## config.mk

```make
export PLATFORM = sky130hd
export DESIGN_NAME = ptll_regs
export DESIGN_NICKNAME = d
export VERILOG_FILES = /design/src/ptll_pkg.sv /design/src/ptll_regs.sv
export SDC_FILE = /design/constraint.sdc
export NUM_CORES = 1
export LEC_CHECK = 0
export BUFFER_PORTS_ARGS = -buffer_cell sky130_fd_sc_hd__buf_2
export CAP_MARGIN = 15
export CORE_MARGIN = 2
export CORE_UTILIZATION = 59
export CTS_CLUSTER_DIAMETER = 80
export CTS_CLUSTER_SIZE = 40
export DETAILED_ROUTE_END_ITERATION = 10
export GPL_ROUTABILITY_DRIVEN = 1
export HOLD_SLACK_MARGIN = 0.03
export PLACE_DENSITY_LB_ADDON = 0.15
export SYNTH_ARGS = -nofsm -noshare
export SYNTH_HDL_FRONTEND = slang
export SYNTH_SLANG_ARGS = --single-unit
```

## constraint.sdc

```tcl
create_clock -name CLOCK -period 3.85 [get_ports CLOCK]
set_input_delay 0.385 -clock CLOCK [delete_from_list [all_inputs] [get_ports CLOCK]]
set_output_delay 0.385 -clock CLOCK [all_outputs]
set_load 0.02 [all_outputs]
```

## src/ptll_pkg.sv

```systemverilog
package ptll_pkg;

  // Register offsets on the management port
  localparam logic [7:0] PTLL_LTC_OFS = 8'h25;
  localparam logic [7:0] PTLL_XWT_OFS = 8'h2C;
  localparam logic [7:0] PTLL_LLC_OFS = 8'h2D;
  localparam logic [7:0] PTLL_IST_OFS = 8'h40;
  localparam logic [7:0] PTLL_IMK_OFS = 8'h41;

  // Reset values
  localparam logic [15:0] PTLL_LTC_RST = 16'h0480;
  localparam logic [15:0] PTLL_XWT_RST = 16'h141F;
  localparam logic [15:0] PTLL_LLC_RST = 16'h0000;
  localparam logic [15:0] PTLL_IMK_RST = 16'h0000;

  // Line test control fields
  localparam int PTLL_LTC_PULSE_LSB = 10;
  localparam int PTLL_LTC_EXT_MSB = 9;
  localparam int PTLL_LTC_EXT_EN = 8;
  localparam int PTLL_LTC_CH_LSB = 5;
  localparam int PTLL_LTC_T10_EN = 4;
  localparam logic [15:0] PTLL_LTC_WMASK = 16'h0FFF;

  // Crossover and window timer fields
  localparam int PTLL_XWT_WIN_LSB = 9;
  localparam int PTLL_XWT_QCK_LSB = 4;
  localparam int PTLL_XWT_ROB_LSB = 0;
  localparam logic [15:0] PTLL_XWT_WMASK = 16'h3FFF;

  // Link-loss config and status fields
  localparam int PTLL_LLC_FORCE = 15;
  localparam int PTLL_LLC_BYPASS = 14;
  localparam int PTLL_LLC_STUCK = 13;
  localparam int PTLL_LLC_FLAG_LSB = 8;
  localparam logic [15:0] PTLL_LLC_WMASK = 16'hC01F;

  // Interrupt status bits: 4..0 causes, 5 crossover switched
  localparam int PTLL_IRQ_W = 6;
  localparam int PTLL_IRQ_XOVER = 5;

  // Timing
  localparam int PTLL_CLK_MHZ = 250;
  localparam int PTLL_US_NS = 1000;
  localparam int PTLL_CLK_NS = 4;
  localparam int PTLL_US_CYC = PTLL_US_NS / PTLL_CLK_NS;
  localparam int PTLL_T10_BIT_NS = 100;
  localparam int PTLL_T10_BIT_CYC = PTLL_T10_BIT_NS / PTLL_CLK_NS;
  localparam int PTLL_QCK_MS_PER_STEP = 4;
  localparam int PTLL_ROB_MS_PER_STEP = 33;

  // Rapid link-loss criteria, bit order of the select field
  typedef struct packed {
    logic sync_loss;
    logic rx_err;
    logic mlt3_err;
    logic mse_bad;
    logic energy_lost;
  } ptll_crit_t;

  // 10BASE-T test symbol on the selected channels
  typedef struct packed {
    logic active;
    logic level;
    logic tp_idle;
    logic [1:0] idle_sel;
  } ptll_line_t;

  typedef enum logic [3:0] {
    PAT_NLP, PAT_ONE, PAT_ZERO, PAT_REP1, PAT_REP0, PAT_PREAMBLE,
    PAT_ONE_IDLE, PAT_ZERO_IDLE, PAT_1001, PAT_RANDOM,
    PAT_IDLE00, PAT_IDLE01, PAT_IDLE10, PAT_IDLE11, PAT_RSV14, PAT_RSV15
  } ptll_pat_t;

endpackage

```

## src/ptll_regs.sv

```systemverilog
`timescale 1ns/100ps
// Function
// [RL1] Channel select top bit set drives the test mode on all four channels.
// [RL2] Top bit clear drives one channel picked by low two bits, A to D.
// [RL3] Pattern bit four enables 10BASE-T tests; low four bits pick pattern.
// [RL4] Codes 0-7: NLP, pulse 1, pulse 0, rep 1, rep 0, preamble, 1/0+idle.
// [RL5] Codes 8-13: repeated 1001, random data, four idle variants.
// [RL6] Software sets low pattern bits with extension bit for 100M zero runs.
// [RL7] Window count sets the link-loss observation window, default 10us.
// [RL8] Quick crossover timer sets forced-100M switch wait, default about 4ms.
// [RL9] Robust crossover timer sets long switch interval, default about 0.5s.
// [RL10] Forced drop enable drops link and stops transmit without line signal.
// [RL11] Hold-off bypass skips the maximum wait so link drops sooner.
// [RL12] Five cause flags latch high on events and clear on register read.
// [RL13] Each criteria bit enables one link-down trigger, any combination.
// [RL14] Cause flag matches criterion index, set only if enabled and fired.
// [RL15] Reserved bits read zero, ignore writes; fields take reset values.
module ptll_regs
  import ptll_pkg::*;
#(
  parameter int US_PER_MS = 1000,
  parameter int HOLD_OFF_US = 200
)
(
  // Clock and reset
  input wire logic CLOCK,
  input wire logic RESET_N,
  // Register port
  input wire logic [7:0] REG_ADDR,
  input wire logic [15:0] REG_WDATA,
  input wire logic REG_WR,
  input wire logic REG_RD,
  output logic [15:0] REG_RDATA,
  output logic IRQ,
  // Line monitors
  input wire ptll_crit_t LL_EVENTS,
  input wire logic SIGNAL_PRESENT,
  input wire logic SLICER_STUCK,
  input wire logic LINK_UP,
  // Crossover control
  input wire logic QUICK_MDIX_EN,
  input wire logic ROBUST_MDIX_EN,
  output logic MDIX_SELECT,
  // Link drop
  output logic LINK_DROP,
  output logic TX_STOP,
  // Test pattern drive
  output logic [3:0] TEST_CH_EN,
  output ptll_line_t TEST_LINE,
  output logic TEST_100_EN,
  output logic [4:0] TEST_100_ZEROS,
  output logic [1:0] TEST_PULSE_SEL
);

  if (US_PER_MS < 1 || US_PER_MS > 65535 || HOLD_OFF_US < 1 ||
      HOLD_OFF_US > 65535)
  begin : g_chk
    $error("ptll_regs: timer parameter out of range");
  end

  typedef enum logic {LL_WATCH, LL_HOLD} ptll_ll_t;

  // Scale a timer field to a nonzero step count
  function automatic logic [15:0] steps(input logic [4:0] val,
                                        input logic [5:0] per);
    logic [10:0] p;
    p = {6'h00, (val == 5'h00) ? 5'h01 : val} * {5'h00, per};
    steps = {5'h00, p};
  endfunction

  logic [15:0] ltc_r, xwt_r;
  logic [1:0] llc_ctl_r;
  logic [4:0] llc_crit_r, flags_r;
  logic [PTLL_IRQ_W-1:0] ist_r, imk_r;
  logic [15:0] rdata_r;
  logic [7:0] us_cnt_r;
  logic [15:0] ms_cnt_r, mdix_cnt_r, hold_cnt_r;
  logic [4:0] win_cnt_r, hits_r;
  ptll_ll_t ll_state_r;
  logic mdix_r, drop_r;
  logic [4:0] t10_cnt_r;
  logic [1:0] phase_r;
  logic sent_r;
  logic [6:0] lfsr_r;
  ptll_line_t line_r;
  logic [3:0] ch_r;

  // Address decode
  wire sel_ltc = (REG_ADDR == PTLL_LTC_OFS);
  wire sel_xwt = (REG_ADDR == PTLL_XWT_OFS);
  wire sel_llc = (REG_ADDR == PTLL_LLC_OFS);
  wire sel_ist = (REG_ADDR == PTLL_IST_OFS);
  wire sel_imk = (REG_ADDR == PTLL_IMK_OFS);
  wire wr_ltc = REG_WR && sel_ltc;
  wire rd_llc = REG_RD && sel_llc;

  // Register fields
  wire [2:0] ch_sel = ltc_r[PTLL_LTC_CH_LSB +: 3];
  wire t10_en = ltc_r[PTLL_LTC_T10_EN]; // [RL3]
  wire ptll_pat_t pat = ptll_pat_t'(ltc_r[3:0]);
  wire [4:0] win_val = xwt_r[PTLL_XWT_WIN_LSB +: 5];
  wire [4:0] qck_val = xwt_r[PTLL_XWT_QCK_LSB +: 5];
  wire [4:0] rob_val = {1'b0, xwt_r[PTLL_XWT_ROB_LSB +: 4]};
  wire force_en = llc_ctl_r[1];
  wire bypass = llc_ctl_r[0];

  logic [15:0] rd_mux;
  always_comb
  begin
    rd_mux = 16'h0000;
    if (sel_ltc)
      rd_mux = ltc_r;
    else if (sel_xwt)
      rd_mux = xwt_r;
    else if (sel_llc)
      rd_mux = {force_en, bypass, SLICER_STUCK, flags_r, 3'h0, llc_crit_r};
    else if (sel_ist)
      rd_mux = {{(16-PTLL_IRQ_W){1'b0}}, ist_r};
    else if (sel_imk)
      rd_mux = {{(16-PTLL_IRQ_W){1'b0}}, imk_r};
  end

  // Timebase: microsecond and millisecond enables
  wire us_tick = (us_cnt_r == 8'(PTLL_US_CYC - 1));
  wire ms_tick = us_tick && (ms_cnt_r == 16'(US_PER_MS - 1));
  wire t10_tick = (t10_cnt_r == 5'(PTLL_T10_BIT_CYC - 1));

  // Rapid link-loss evaluation
  wire ptll_crit_t hit_now = LL_EVENTS & llc_crit_r; // [RL13]
  wire [4:0] hits_all = hits_r | hit_now;
  wire [4:0] win_lim = (win_val == 5'h00) ? 5'h01 : win_val;
  wire win_end = us_tick && (win_cnt_r >= win_lim - 5'h01); // [RL7]
  wire hold_end = us_tick && (hold_cnt_r == 16'(HOLD_OFF_US - 1));
  logic fld_fire;
  always_comb
  begin
    fld_fire = 1'b0;
    case (ll_state_r)
      LL_WATCH: fld_fire = LINK_UP && win_end && (hits_all != 5'h00) &&
                           bypass; // [RL11]
      LL_HOLD: fld_fire = hold_end;
      default: fld_fire = 1'b0;
    endcase
  end
  wire [4:0] flag_set = !fld_fire ? 5'h00 : // [RL14]
    (ll_state_r == LL_HOLD) ? hits_r : hits_all;
  wire no_signal_drop = force_en && !SIGNAL_PRESENT; // [RL10]

  // Crossover switching
  wire mdix_on = (QUICK_MDIX_EN || ROBUST_MDIX_EN) && !LINK_UP;
  wire [15:0] mdix_lim = QUICK_MDIX_EN ?
    steps(qck_val, 6'(PTLL_QCK_MS_PER_STEP)) : // [RL8]
    steps(rob_val, 6'(PTLL_ROB_MS_PER_STEP)); // [RL9]
  wire mdix_flip = mdix_on && ms_tick && (mdix_cnt_r >= mdix_lim - 16'h1);

  wire [PTLL_IRQ_W-1:0] ev = {mdix_flip, flag_set};

  always_ff @(posedge CLOCK)
  begin
    if (!RESET_N)
    begin
      ltc_r <= PTLL_LTC_RST; // [RL15]
      xwt_r <= PTLL_XWT_RST;
      llc_ctl_r <= PTLL_LLC_RST[15:14];
      llc_crit_r <= PTLL_LLC_RST[4:0];
      imk_r <= PTLL_IMK_RST[PTLL_IRQ_W-1:0];
    end
    else if (REG_WR)
    begin
      // Only writable bits are kept; reserved bits stay zero
      if (sel_ltc)
        ltc_r <= REG_WDATA & PTLL_LTC_WMASK; // [RL15]
      if (sel_xwt)
        xwt_r <= REG_WDATA & PTLL_XWT_WMASK;
      if (sel_llc)
      begin
        llc_ctl_r <= REG_WDATA[PTLL_LLC_FORCE -: 2];
        llc_crit_r <= REG_WDATA[4:0] & PTLL_LLC_WMASK[4:0];
      end
      if (sel_imk)
        imk_r <= REG_WDATA[PTLL_IRQ_W-1:0];
    end
  end

  // Sticky flags: a set in the clearing cycle wins
  always_ff @(posedge CLOCK)
  begin
    if (!RESET_N)
    begin
      flags_r <= 5'h00;
      rdata_r <= 16'h0000;
      drop_r <= 1'b0;
      mdix_r <= 1'b0;
    end
    else
    begin
      flags_r <= (rd_llc ? 5'h00 : flags_r) | flag_set; // [RL12]
      rdata_r <= REG_RD ? rd_mux : 16'h0000;
      drop_r <= fld_fire || no_signal_drop; // [RL10]
      if (mdix_flip)
        mdix_r <= !mdix_r;
    end
  end

  always_ff @(posedge CLOCK)
  begin
    if (!RESET_N)
      ist_r <= '0;
    else if (REG_WR && sel_ist)
      ist_r <= (ist_r & ~REG_WDATA[PTLL_IRQ_W-1:0]) | ev;
    else
      ist_r <= ist_r | ev;
  end

  always_ff @(posedge CLOCK)
  begin
    if (!RESET_N)
    begin
      us_cnt_r <= 8'h00;
      ms_cnt_r <= 16'h0000;
    end
    else
    begin
      us_cnt_r <= us_tick ? 8'h00 : us_cnt_r + 8'h01;
      if (ms_tick)
        ms_cnt_r <= 16'h0000;
      else if (us_tick)
        ms_cnt_r <= ms_cnt_r + 16'h0001;
    end
  end

  // Window restarts each period; hits gather across it
  always_ff @(posedge CLOCK)
  begin
    if (!RESET_N || !LINK_UP)
    begin
      win_cnt_r <= 5'h00;
      hits_r <= 5'h00;
      hold_cnt_r <= 16'h0000;
      ll_state_r <= LL_WATCH;
    end
    else
    begin
      case (ll_state_r)
        LL_WATCH:
        begin
          if (win_end)
          begin
            win_cnt_r <= 5'h00;
            hits_r <= 5'h00;
            if (hits_all != 5'h00 && !bypass)
            begin
              hits_r <= hits_all;
              ll_state_r <= LL_HOLD;
            end
          end
          else
          begin
            hits_r <= hits_all;
            if (us_tick)
              win_cnt_r <= win_cnt_r + 5'h01;
          end
        end
        LL_HOLD:
        begin
          // Hold-off delays the drop; it fires at hold_end even if no event recurs
          if (hold_end)
          begin
            hold_cnt_r <= 16'h0000;
            hits_r <= 5'h00;
            ll_state_r <= LL_WATCH;
          end
          else if (us_tick)
            hold_cnt_r <= hold_cnt_r + 16'h0001;
        end
        default: ll_state_r <= LL_WATCH;
      endcase
    end
  end

  always_ff @(posedge CLOCK)
  begin
    if (!RESET_N || !mdix_on)
      mdix_cnt_r <= 16'h0000;
    else if (mdix_flip)
      mdix_cnt_r <= 16'h0000;
    else if (ms_tick)
      mdix_cnt_r <= mdix_cnt_r + 16'h0001;
  end

  // Channel steering
  wire [3:0] ch_nxt = ch_sel[2] ? 4'hF : // [RL1]
                      (4'h1 << ch_sel[1:0]); // [RL2]
  always_ff @(posedge CLOCK)
  begin
    if (!RESET_N)
      ch_r <= 4'h0;
    else
      ch_r <= t10_en ? ch_nxt : 4'h0;
  end

  // 10BASE-T pattern engine, one bit per 100ns; a write restarts singles
  wire pat_bit_1001 = (phase_r == 2'h0) || (phase_r == 2'h3);
  wire [1:0] sel_nxt = (pat >= PAT_IDLE00 && pat <= PAT_IDLE11) ?
    ltc_r[1:0] - 2'h2 : 2'h0;
  logic [1:0] act_lvl;
  logic idle_nxt;
  always_comb
  begin
    act_lvl = 2'b00;
    idle_nxt = 1'b0;
    case (pat) // [RL4]
      PAT_NLP, PAT_ONE, PAT_ZERO: act_lvl = sent_r ? 2'b00 : {1'b1, !ltc_r[1]};
      PAT_REP1: act_lvl = 2'b11;
      PAT_REP0: act_lvl = 2'b10;
      PAT_PREAMBLE: act_lvl = {1'b1, !phase_r[0]};
      PAT_ONE_IDLE, PAT_ZERO_IDLE:
      begin
        act_lvl = sent_r ? 2'b00 : {1'b1, !ltc_r[0]};
        idle_nxt = sent_r;
      end
      PAT_1001: act_lvl = {1'b1, pat_bit_1001}; // [RL5]
      PAT_RANDOM: act_lvl = {1'b1, lfsr_r[0]};
      PAT_IDLE00, PAT_IDLE01, PAT_IDLE10, PAT_IDLE11: idle_nxt = 1'b1;
      default: act_lvl = 2'b00;
    endcase
  end

  always_ff @(posedge CLOCK)
  begin
    if (!RESET_N || !t10_en || wr_ltc)
    begin
      t10_cnt_r <= 5'h00;
      phase_r <= 2'h0;
      sent_r <= 1'b0;
      lfsr_r <= 7'h7F;
      line_r <= '0;
    end
    else
    begin
      t10_cnt_r <= t10_tick ? 5'h00 : t10_cnt_r + 5'h01;
      if (t10_tick)
      begin
        phase_r <= phase_r + 2'h1;
        sent_r <= 1'b1;
        lfsr_r <= {lfsr_r[5:0], lfsr_r[6] ^ lfsr_r[5]};
        line_r <= '{active: act_lvl[1], level: act_lvl[0],
                    tp_idle: idle_nxt, idle_sel: sel_nxt};
      end
    end
  end

  // 100M extended test: the zero count comes from software
  assign TEST_100_EN = ltc_r[PTLL_LTC_EXT_EN] && !t10_en;
  assign TEST_100_ZEROS = {ltc_r[PTLL_LTC_EXT_MSB], ltc_r[3:0]}; // [RL6]
  assign TEST_PULSE_SEL = ltc_r[PTLL_LTC_PULSE_LSB +: 2];
  assign TEST_CH_EN = ch_r;
  assign TEST_LINE = line_r;
  assign REG_RDATA = rdata_r;
  assign IRQ = |(ist_r & imk_r);
  assign MDIX_SELECT = mdix_r;
  assign LINK_DROP = drop_r;
  assign TX_STOP = drop_r;

endmodule

```

==> impl_metrics.toml, run 1 <==
[status]
outcome = "finished, final reports clean"

[yosys]
synth_compound_area_share_pct = 13.9
synth-async-reset-ratio_pct = 0
yosysWarningCount = 0
ys_types = 63
synth_ff_type = "dfxtp_1"
syn_area_um2 = 7630
synthCells = 913
synth_top_area_share_pct = 41.7
synth_edf_count = 0
synth_mux_area_share_pct = 0.525
ys_top_cells_by_area = "dfxtp_1 42%, nand2_1 6.9%, nor2_1 5.9%"
synth_top_family_by_area = "simple AND/OR/NAND/NOR gates"
synthXorXnorAreaFrac_pct = 7.35
synth-seq-area-share_pct = 41.7
ys_ff_latch = 159
synth-adder-area-share_pct = 5.08
synth.avg_cell_area_um2 = 8.36
synthSimpleGateAreaFrac_pct = 27.6
yosys.area.top_type = "dfxtp_1"

[power_and_ir_drop]
p_leak_nw = 3.41
power.density_nw_per_um2 = 382
peakVddDrop_mv = 0.336

[sta]
finalCriticalPeriod_ns = 3.34
tightest_slew_ns = 1.02
hold_ws_ns = 0.177
grt_setup_unrepaired = "no"
hold_violations = 0
relSlewSlack_pct = 31.4
tns_ns = 0
finalWorstSetupSlack_ns = 0.506
fmax_ghz = 0.299
setup-violations-final = 0
finalClockSkew_ns = 0.00682
finalCritPeriodShare_pct = 86.9
maxSlewViolCount = 0

[clocking]
cts_buffers = 17
clk_pin_slew_ns = 0.06
cts_tree = "yes"
htree_levels = 4
clk_path_buf_depth = 2
cts_resized = 0
cts_hold_buf = 0
cts_setup_buffers = 0
clk_latency_ns = 0.43
cts_root_buffer = "clkbuf_16"
clock_sinks = 159

[die]
die_w_um = 118
ios = 75
initial_core_util_pct = 60.5
die_y_um = 118
dieArea_um2 = 13900
core_um2 = 12600
rows = 41

[worst_setup_path]
path_class = "reg -> reg"
endpoint_kind = "flip-flop"
crit_required_ns = 4.15
critPathMaxFanout = 16
crit_arrival_ns = 3.65
start_kind = "flip-flop"

[placed_design]
place_ws_ns = 0.557
gp_congestion = 0.904
hpwl_um = 12300
io_buffers = 74

[routing]
first_iter_violations = 455
vias = 6465
drt-total-wl_um = 17100
dr.pass1.iters = 5
drc_errors = 0
wl_per_cell_um = 14.8
antenna_left = 0
drt-vias-per-instance = 5.58

[cells_and_area]
fillers = 1078
syn2layout_area_growth_pct = 12.7
fin_nets = 1045
drive_above_1_share_pct = 13.2
diodes = 0

[grt]
grt_util_all_layers_pct = 25.4
grt_max_degree = 30
antenna_found_initial = 0
grt_overflow_total = 0
grt_pass1_wl_um = 28800
grt_pass1_vias = 5940

[hold_path]
hold_path_class = "in -> reg"

[flow_run]
maxCapViolations = 0
-- placed cells by master, fill, tap and decap left out, types with 4 or more instances in the layout --
cell | Yosys | routed
a22oi_1 | 6 | 6
o21a_1 | 14 | 14
and4_1 | 6 | 6
buf_2 | 8 | 74
nand3_1 | 53 | 53
xnor2_1 | 16 | 16
o21ai_0 | 20 | 20
nor2b_1 | 4 | 4
a211oi_1 | 5 | 5
and2_1 | 10 | 10
a221o_1 | 5 | 5
xor2_1 | 48 | 48
nand4_1 | 18 | 18
ha_1 | 31 | 31
nor4_1 | 10 | 10
nor3_1 | 13 | 13
inv_1 | 16 | 16
clkbuf_1 | 26 | 4
mux2i_1 | 4 | 4
nand2_1 | 140 | 140
buf_4 | 8 | 9
dfxtp_1 | 159 | 159
nor2_2 | 6 | 6
a222oi_1 | 4 | 4
and3_1 | 13 | 13
nand2b_1 | 9 | 9
a21boi_0 | 32 | 32
a21oi_1 | 44 | 44
o211ai_1 | 5 | 5
nor2_1 | 120 | 120
clkbuf_16 | 0 | 17
clkinv_2 | 0 | 4
a21boi_1 | 4 | 4
a21o_1 | 4 | 4
conb_1 | 1 | 7
-- per-stage QoR --
step | util [%] | cell area [um2] | total power [mW] | std cells
6_report | 68.2 | 8600 | 3.28 | 1158
5_1_grt | 68.2 | 8600 | 3.39 | 1158
4_1_cts | 68.2 | 8600 | 3.31 | 1158
3_5_place_dp | 64.0 | 8080 | 1.79 | 1129
3_3_place_gp | 64.0 | 8080 | 1.79 | 1129
2_1_floorplan | - | 7650 | 1.75 | 919
-- registers in the layout, summed over array words and instances (netlist names) --
name	cells
us_cnt_r	8
hold_cnt_r	16
TEST_LINE	5
win_cnt_r	5
llc_ctl_r	2
MDIX_SELECT	1
ms_cnt_r	16
REG_RDATA	16
ll_state_r	1
xwt_r	14
TEST_CH_EN	4
imk_r	6
phase_r	2
hits_r	5
llc_crit_r	5
flags_r	5
lfsr_r	7
t10_cnt_r	5
ist_r	6
LINK_DROP	1
ltc_r	12
sent_r	1
mdix_cnt_r	16
-- cells in the mapped netlist, drive strengths merged, types with 6 or more instances --
| cell | instances |
|---|---|
| buf | 19 |
| o21a | 14 |
| xnor2 | 16 |
| and4 | 6 |
| nand2 | 140 |
| nor3 | 14 |
| nand4 | 19 |
| and3 | 13 |
| a21boi | 36 |
| or3 | 6 |
| nor2 | 126 |
| a21oi | 44 |
| nand2b | 9 |
| inv | 16 |
| nand3 | 53 |
| ha | 31 |
| dfxtp | 159 |
| and2 | 10 |
| xor2 | 48 |
| a22oi | 6 |
| clkbuf | 26 |
| nor4 | 14 |
| o21ai | 21 |
-- metal layers --
metal / wire length [um] / GRT usage, %
met5: 0 / 0
met1: 7880 / 34.3
met4: 270 / 9.19
met3: 951 / 5.23
met2: 7990 / 40.5
-- path summary, 6_finish.rpt --
| check | endpoint | slack (ns) | depth (start not counted) | from |
|---|---|---|---|---|
| setup / recovery | mdix_cnt_r[4] | 0.51 | 14 | xwt_r[2] |
| hold / removal | xwt_r[12] | 0.18 | 3 | REG_WDATA[12] |
| setup reg to reg | mdix_cnt_r[4] | 0.51 | 14 | xwt_r[2] |
| hold reg to reg | TEST_LINE[4] | 0.45 | 2 | TEST_LINE[4] |
-- power by group --
part | switching, mW | internal, mW | total (mW)
clock network | 0.635 | 0.890 | 1.53
logic | 0.0676 | 0.0389 | 0.106
registers | 0.00359 | 1.65 | 1.65
-- area by class of cell --
cell class              instances  area, um2  share of cell area, %
flip-flops and latches        159       3180                   37.0
inverters                      16       60.1                  0.698
multi-input cells             699       4190                   48.7
repair buffers                 83        438                   5.09
clock buffers                  22        454                   5.28
clock inverters                 7       66.3                  0.771
well taps                     172        215                   2.50
-- critical path: stages, from the launching register on --
cell	delay, ns
dfxtp_1	0.36
nor3_1	0.18
nor2_1	0.07
or2_2	0.31
ha_1	0.24
nor3b_1	0.16
xor2_1	0.18
a21oi_1	0.10
ha_1	0.29
nand2_1	0.05
nor4b_1	0.23
o31ai_1	0.11
a41oi_1	0.40
a21o_2	0.44
nor2_1	0.10
-- kinds of logic (layout without fill, tap and decap cells) --
family                   Yosys count  in the layout
AND/OR/NAND/NOR                  434            434
AO/OA/AOI/OAI                    159            159
flip-flops                       159            159
XOR/XNOR                          64             64
buffers and inverters             61            128
adder cells (fa/ha/maj)           31             31
multiplexers                       4              4
other                              1              7
Note: power is estimated with default switching activity, not from simulation.
==> run 2: changes to the inputs <==
CORE_UTILIZATION = 27   (was 59)
==> impl_metrics.toml, run 2 (same netlist as run 1, synthesis figures left out) <==
[power_and_ir_drop]
p_leak_nw = 3.45
p_switching_mw = 0.812
p_int_mw = 2.72
swShare_pct = 23.0
total_power_mw = 3.53
peakVddDrop_mv = 0.263
power.density_nw_per_um2 = 395
clkPwrFrac_pct = 50.1
p_seq_share_pct = 46.7
pwr-share-comb_pct = 3.2

[sta]
finalClockSkew_ns = 0.0161
hold_ws_ns = 0.173
maxSlewViolCount = 0
fmax_ghz = 0.308
tightest_slew_ns = 0.785
relSlewSlack_pct = 47.5
finalCritPeriodShare_pct = 84.3
finalWorstSetupSlack_ns = 0.603
finalCriticalPeriod_ns = 3.25
tns_ns = 0
grt_setup_unrepaired = "no"
setup-violations-final = 0
hold_violations = 0

[routing]
wl_met1_um = 9870
dr_wl_met2_um = 9300
vias = 6317
antenna_left = 0
drt-vias-per-instance = 4.63
first_iter_violations = 353
met3WireLength_um = 814
drc_errors = 0
dr.pass1.iters = 6
drt-total-wl_um = 20100
wl_per_cell_um = 14.7
highest_layer = "met5"

[hold_path]
hold_path_class = "in -> reg"
hold_path_end = "xwt_r[12]"
hold_depth = 3
worstHoldStart = "REG_WDATA[12]"

[clocking]
cts_tree = "yes"
htree_levels = 4
cts_resized = 0
cts_hold_buf = 0
clk_latency_ns = 0.43
clock_sinks = 159
cts_buffers = 17
cts_setup_buffers = 0
cts_root_buffer = "clkbuf_16"
clk_pin_slew_ns = 0.07
clk_path_buf_depth = 2

[placed_design]
placed_area_um2 = 8330
place_ws_ns = 0.575
hpwl_um = 14800
gp_congestion = 0.773
place_inst = 1333
io_buffers = 74

[die]
die_y_um = 172
die_w_um = 172
dieArea_um2 = 29600
core_um2 = 27800
ios = 75
initial_core_util_pct = 27.5
rows = 61

[grt]
grt_pass1_wl_um = 32500
grt_util_all_layers_pct = 14.0
grt_max_degree = 31
grt_pass1_vias = 5961
grt_overflow_total = 0
antenna_found_initial = 1

[worst_setup_path]
endpoint_kind = "flip-flop"
path_class = "reg -> reg"
reg2reg_slack_ns = 0.60
crit_required_ns = 4.15
rr_worst_depth = 13
crit_arrival_ns = 3.54
r2r_start = "xwt_r[5]"
critPathMaxFanout = 16
start_kind = "flip-flop"
reg2reg_to = "mdix_cnt_r[4]"

[cells_and_area]
final_cell_area_um2 = 8940
fin_nets = 1043
fin_cells = 1365
syn2layout_area_growth_pct = 17.2
final_common_cell = "dfxtp_1"
diodes = 0
finish.utilization_pct = 32.2
layout_common_cells = "159 x dfxtp_1, 140 x nand2_1, 120 x nor2_1"
drive_above_1_share_pct = 13.7
fillers = 3071

[status]
outcome = "finished, final reports clean"

[flow_run]
maxCapViolations = 0
run 2: power groups by stage:
stage / Clock [mW] / Combinational, mW / Sequential, mW
floorplan: 0 / 0.0617 / 1.69
global placement: 0 / 0.116 / 1.69
detailed placement: 0 / 0.115 / 1.69
CTS: 1.82 / 0.116 / 1.65
global route: 1.89 / 0.128 / 1.65
finish: 1.77 / 0.114 / 1.65
run 2: worst max path at each step:
stage / start / endpoint / cells past startpoint
after floorplan: QUICK_MDIX_EN / mdix_cnt_r[7] / 14
after global placement: QUICK_MDIX_EN / mdix_cnt_r[15] / 13
after detailed placement: QUICK_MDIX_EN / mdix_cnt_r[7] / 13
after CTS: xwt_r[1] / mdix_cnt_r[0] / 14
after global routing: xwt_r[5] / mdix_cnt_r[3] / 13
final: xwt_r[5] / mdix_cnt_r[4] / 13
run 2: cell type report:
type                    instances  area [um2]  area share [%]
repair buffers                 81         423            4.73
well taps                     378         473            5.29
multi-input cells             699        4190            46.9
inverters                      16        60.1           0.672
flip-flops and latches        159        3180            35.6
clock buffers                  18         429            4.80
clock inverters                14         180            2.02
run 2: routing by layer:
layer  up-vias  track usage [%]
li1       3276                -
met1      2945             18.7
met2        86             22.7
met3         8             3.71
met4         2             3.03
met5         -                0
run 2: worst max-delay path: stages, from the launching register on:
cell and delay (ns):
dfxtp_1 0.51, nor4_1 0.11, nor3b_1 0.28, nor2_1 0.15
nor3b_1 0.24, xor2_1 0.17, a21oi_1 0.09, ha_1 0.29
nand2_1 0.05, nor4b_1 0.22, o31ai_1 0.11, a41oi_1 0.39
a21o_2 0.43, nor2_1 0.09
==> run 3: changes to the inputs <==
ABC_AREA = 1   (was default)
clock period = 3.32 ns   (was 3.85 ns; I/O delays follow)
==> impl_metrics.toml, run 3 <==
[sta]
relSlewSlack_pct = 45.9
finalCritPeriodShare_pct = 83.5
setup-violations-final = 0
grt_setup_unrepaired = "no"
finalCriticalPeriod_ns = 2.77
finalClockSkew_ns = 0.0185
hold_violations = 0
tightest_slew_ns = 0.809
fmax_ghz = 0.361
tns_ns = 0
maxSlewViolCount = 0
finalWorstSetupSlack_ns = 0.549

[cells_and_area]
diodes = 0
drive_above_1_share_pct = 12.4
layout_common_cells = "225 x nand2_1, 165 x inv_1, 159 x dfxtp_1"
fin_cells = 1641
syn2layout_area_growth_pct = 16.5
fin_nets = 1307
finish.utilization_pct = 32.1
final_common_cell = "nand2_1"

[clocking]
cts_buffers = 17
cts_tree = "yes"
clk_pin_slew_ns = 0.07
clk_latency_ns = 0.44
clk_path_buf_depth = 2
clock_sinks = 159
cts_hold_buf = 0
htree_levels = 4
cts_setup_buffers = 0
cts_root_buffer = "clkbuf_16"
cts_resized = 0

[yosys]
ys_ff_latch = 159
yosys.area.top_type = "dfxtp_1"
synth-seq-area-share_pct = 38.6
synth.avg_cell_area_um2 = 7.08
ys_top_cells_by_area = "dfxtp_1 39%, nand2_1 10%, inv_1 7.5%"
synth_edf_count = 0
netlist_top_cells_count = "225 x nand2_1, 165 x inv_1, 159 x dfxtp_1, 122 x nor2_1, 100 x a21oi_1"
syn_area_um2 = 8240
synth_ff_type = "dfxtp_1"
synth_top_area_share_pct = 38.6
yosysWarningCount = 0
ys_types = 50
yosysMostFrequentCell = "nand2_1"
synthCells = 1165
synth-async-reset-ratio_pct = 0

[worst_setup_path]
reg2reg_slack_ns = 0.55
slowest_stage = "a21boi_0"
reg2reg_to = "mdix_cnt_r[4]"
path_class = "reg -> reg"
critPathMaxFanout = 16
crit_top_cell = "nand2_1"
path_cells = "inv_1 -> nand4_1 -> nand2_1 -> a21boi_0 -> nand4_1 -> a21oi_1 -> ha_1 -> a21oi_1 -> nor2_1 -> nor2_1 -> nand2_1 -> nand2_1 -> nand3_1 -> nand2_1 -> nand2_2 -> nor2_1"
endpoint_kind = "flip-flop"
crit_arrival_ns = 3.13
cp.depth = 16
rr_worst_depth = 16
crit_family = "simple AND/OR/NAND/NOR gates"
start_kind = "flip-flop"
worst-path-buf-inv = 1
crit_path_max_incr_delay_ns = 0.44
crit_required_ns = 3.68
r2r_start = "xwt_r[7]"

[hold_path]
worstHoldStart = "REG_WDATA[7]"
hold_path_class = "in -> reg"
hold_depth = 3
hold_path_end = "ltc_r[7]"

[routing]
antenna_left = 0
dr.pass1.iters = 5
first_iter_violations = 451
wl_met1_um = 11500
dr_wl_met2_um = 10300
highest_layer = "met4"
wl_per_cell_um = 14.0
met3WireLength_um = 903
drt-total-wl_um = 22900
drt-vias-per-instance = 4.53
drc_errors = 0
vias = 7428

[grt]
grt_pass1_wl_um = 37400
grt_util_all_layers_pct = 15.0
grt_pass1_vias = 7370
antenna_found_initial = 0
grt_max_degree = 31
grt_overflow_total = 0

[die]
die_y_um = 179
die_w_um = 179
initial_core_util_pct = 27.6
rows = 63
core_um2 = 29900
ios = 75
dieArea_um2 = 31900

[placed_design]
io_buffers = 74
gp_congestion = 0.797
place_ws_ns = 0.395
place_inst = 1608
hpwl_um = 17300

[status]
outcome = "finished, final reports clean"

[power_and_ir_drop]
power.density_nw_per_um2 = 431
peakVddDrop_mv = 0.322
p_leak_nw = 4.04

[flow_run]
maxCapViolations = 0
run 3: changes by cell type after synthesis, sizes merged, moves of 17 or more:
cell	change
inv	+156
nand2	+94
a21oi	+56
o21ai	+48
a21boi	-35
nor3	+27
xor2	-21
clkbuf	-17
nand3	+17
run 3: layout make-up:
cell class              count  area, um2
inverters                 173        649
clock buffers              17        425
clock inverters            15        194
fillers                  3284      20300
repair buffers             82        430
flip-flops and latches    159       3180
multi-input cells         805       4230
well taps                 390        488
run 3: worst max path at each step:
| stage | slack, ns | startpoint | end |
|---|---|---|---|
| after floorplan | 0.98 | xwt_r[7] | mdix_cnt_r[11] |
| after global placement | 0.53 | QUICK_MDIX_EN | mdix_cnt_r[15] |
| after detailed placement | 0.40 | QUICK_MDIX_EN | mdix_cnt_r[14] |
| after CTS | 0.52 | xwt_r[6] | mdix_cnt_r[14] |
| after global routing | 0.05 | xwt_r[6] | mdix_cnt_r[14] |
| final | 0.55 | xwt_r[7] | mdix_cnt_r[4] |
run 3: cells by family after synthesis:
kind of cell	share of synthesized area, %
compound gates	14.0
xor+xnor	4.04
fa+ha+maj	4.71
buf+inv	10.3
flops	38.6
other cells	0.0455
simple gates	28.2
run 3: layer usage:
metal,up-vias,track usage [%]
met5,-,0
met4,0,3.69
met3,13,3.16
met2,113,24.6
met1,3376,20.0
li1,3926,-
run 3: through the flow:
step | hold slack [ns] | power, mW | area, um2
after global routing | 0.154 | 4.30 | 9600
after detailed placement | 0.450 | 2.10 | 8970
after floorplan | 0.430 | 2.04 | 8270
after CTS | 0.143 | 4.21 | 9590
final | 0.160 | 4.13 | 9600
after global placement | 0.439 | 2.10 | 8970
run 3: report_power, final:
group | leakage [nW] | internal (mW) | total, mW | switching [mW]
sequential | 1.28 | 1.91 | 1.91 | 0.00373
combinational | 2.46 | 0.0450 | 0.145 | 0.100
clock | 0.299 | 1.09 | 2.08 | 0.984
total | 4.04 | 3.05 | 4.13 | 1.09
run 3: worst min-delay path: stages:
cell and delay (ns):
buf_2 0.10, a21oi_1 0.06, o21ai_0 0.07
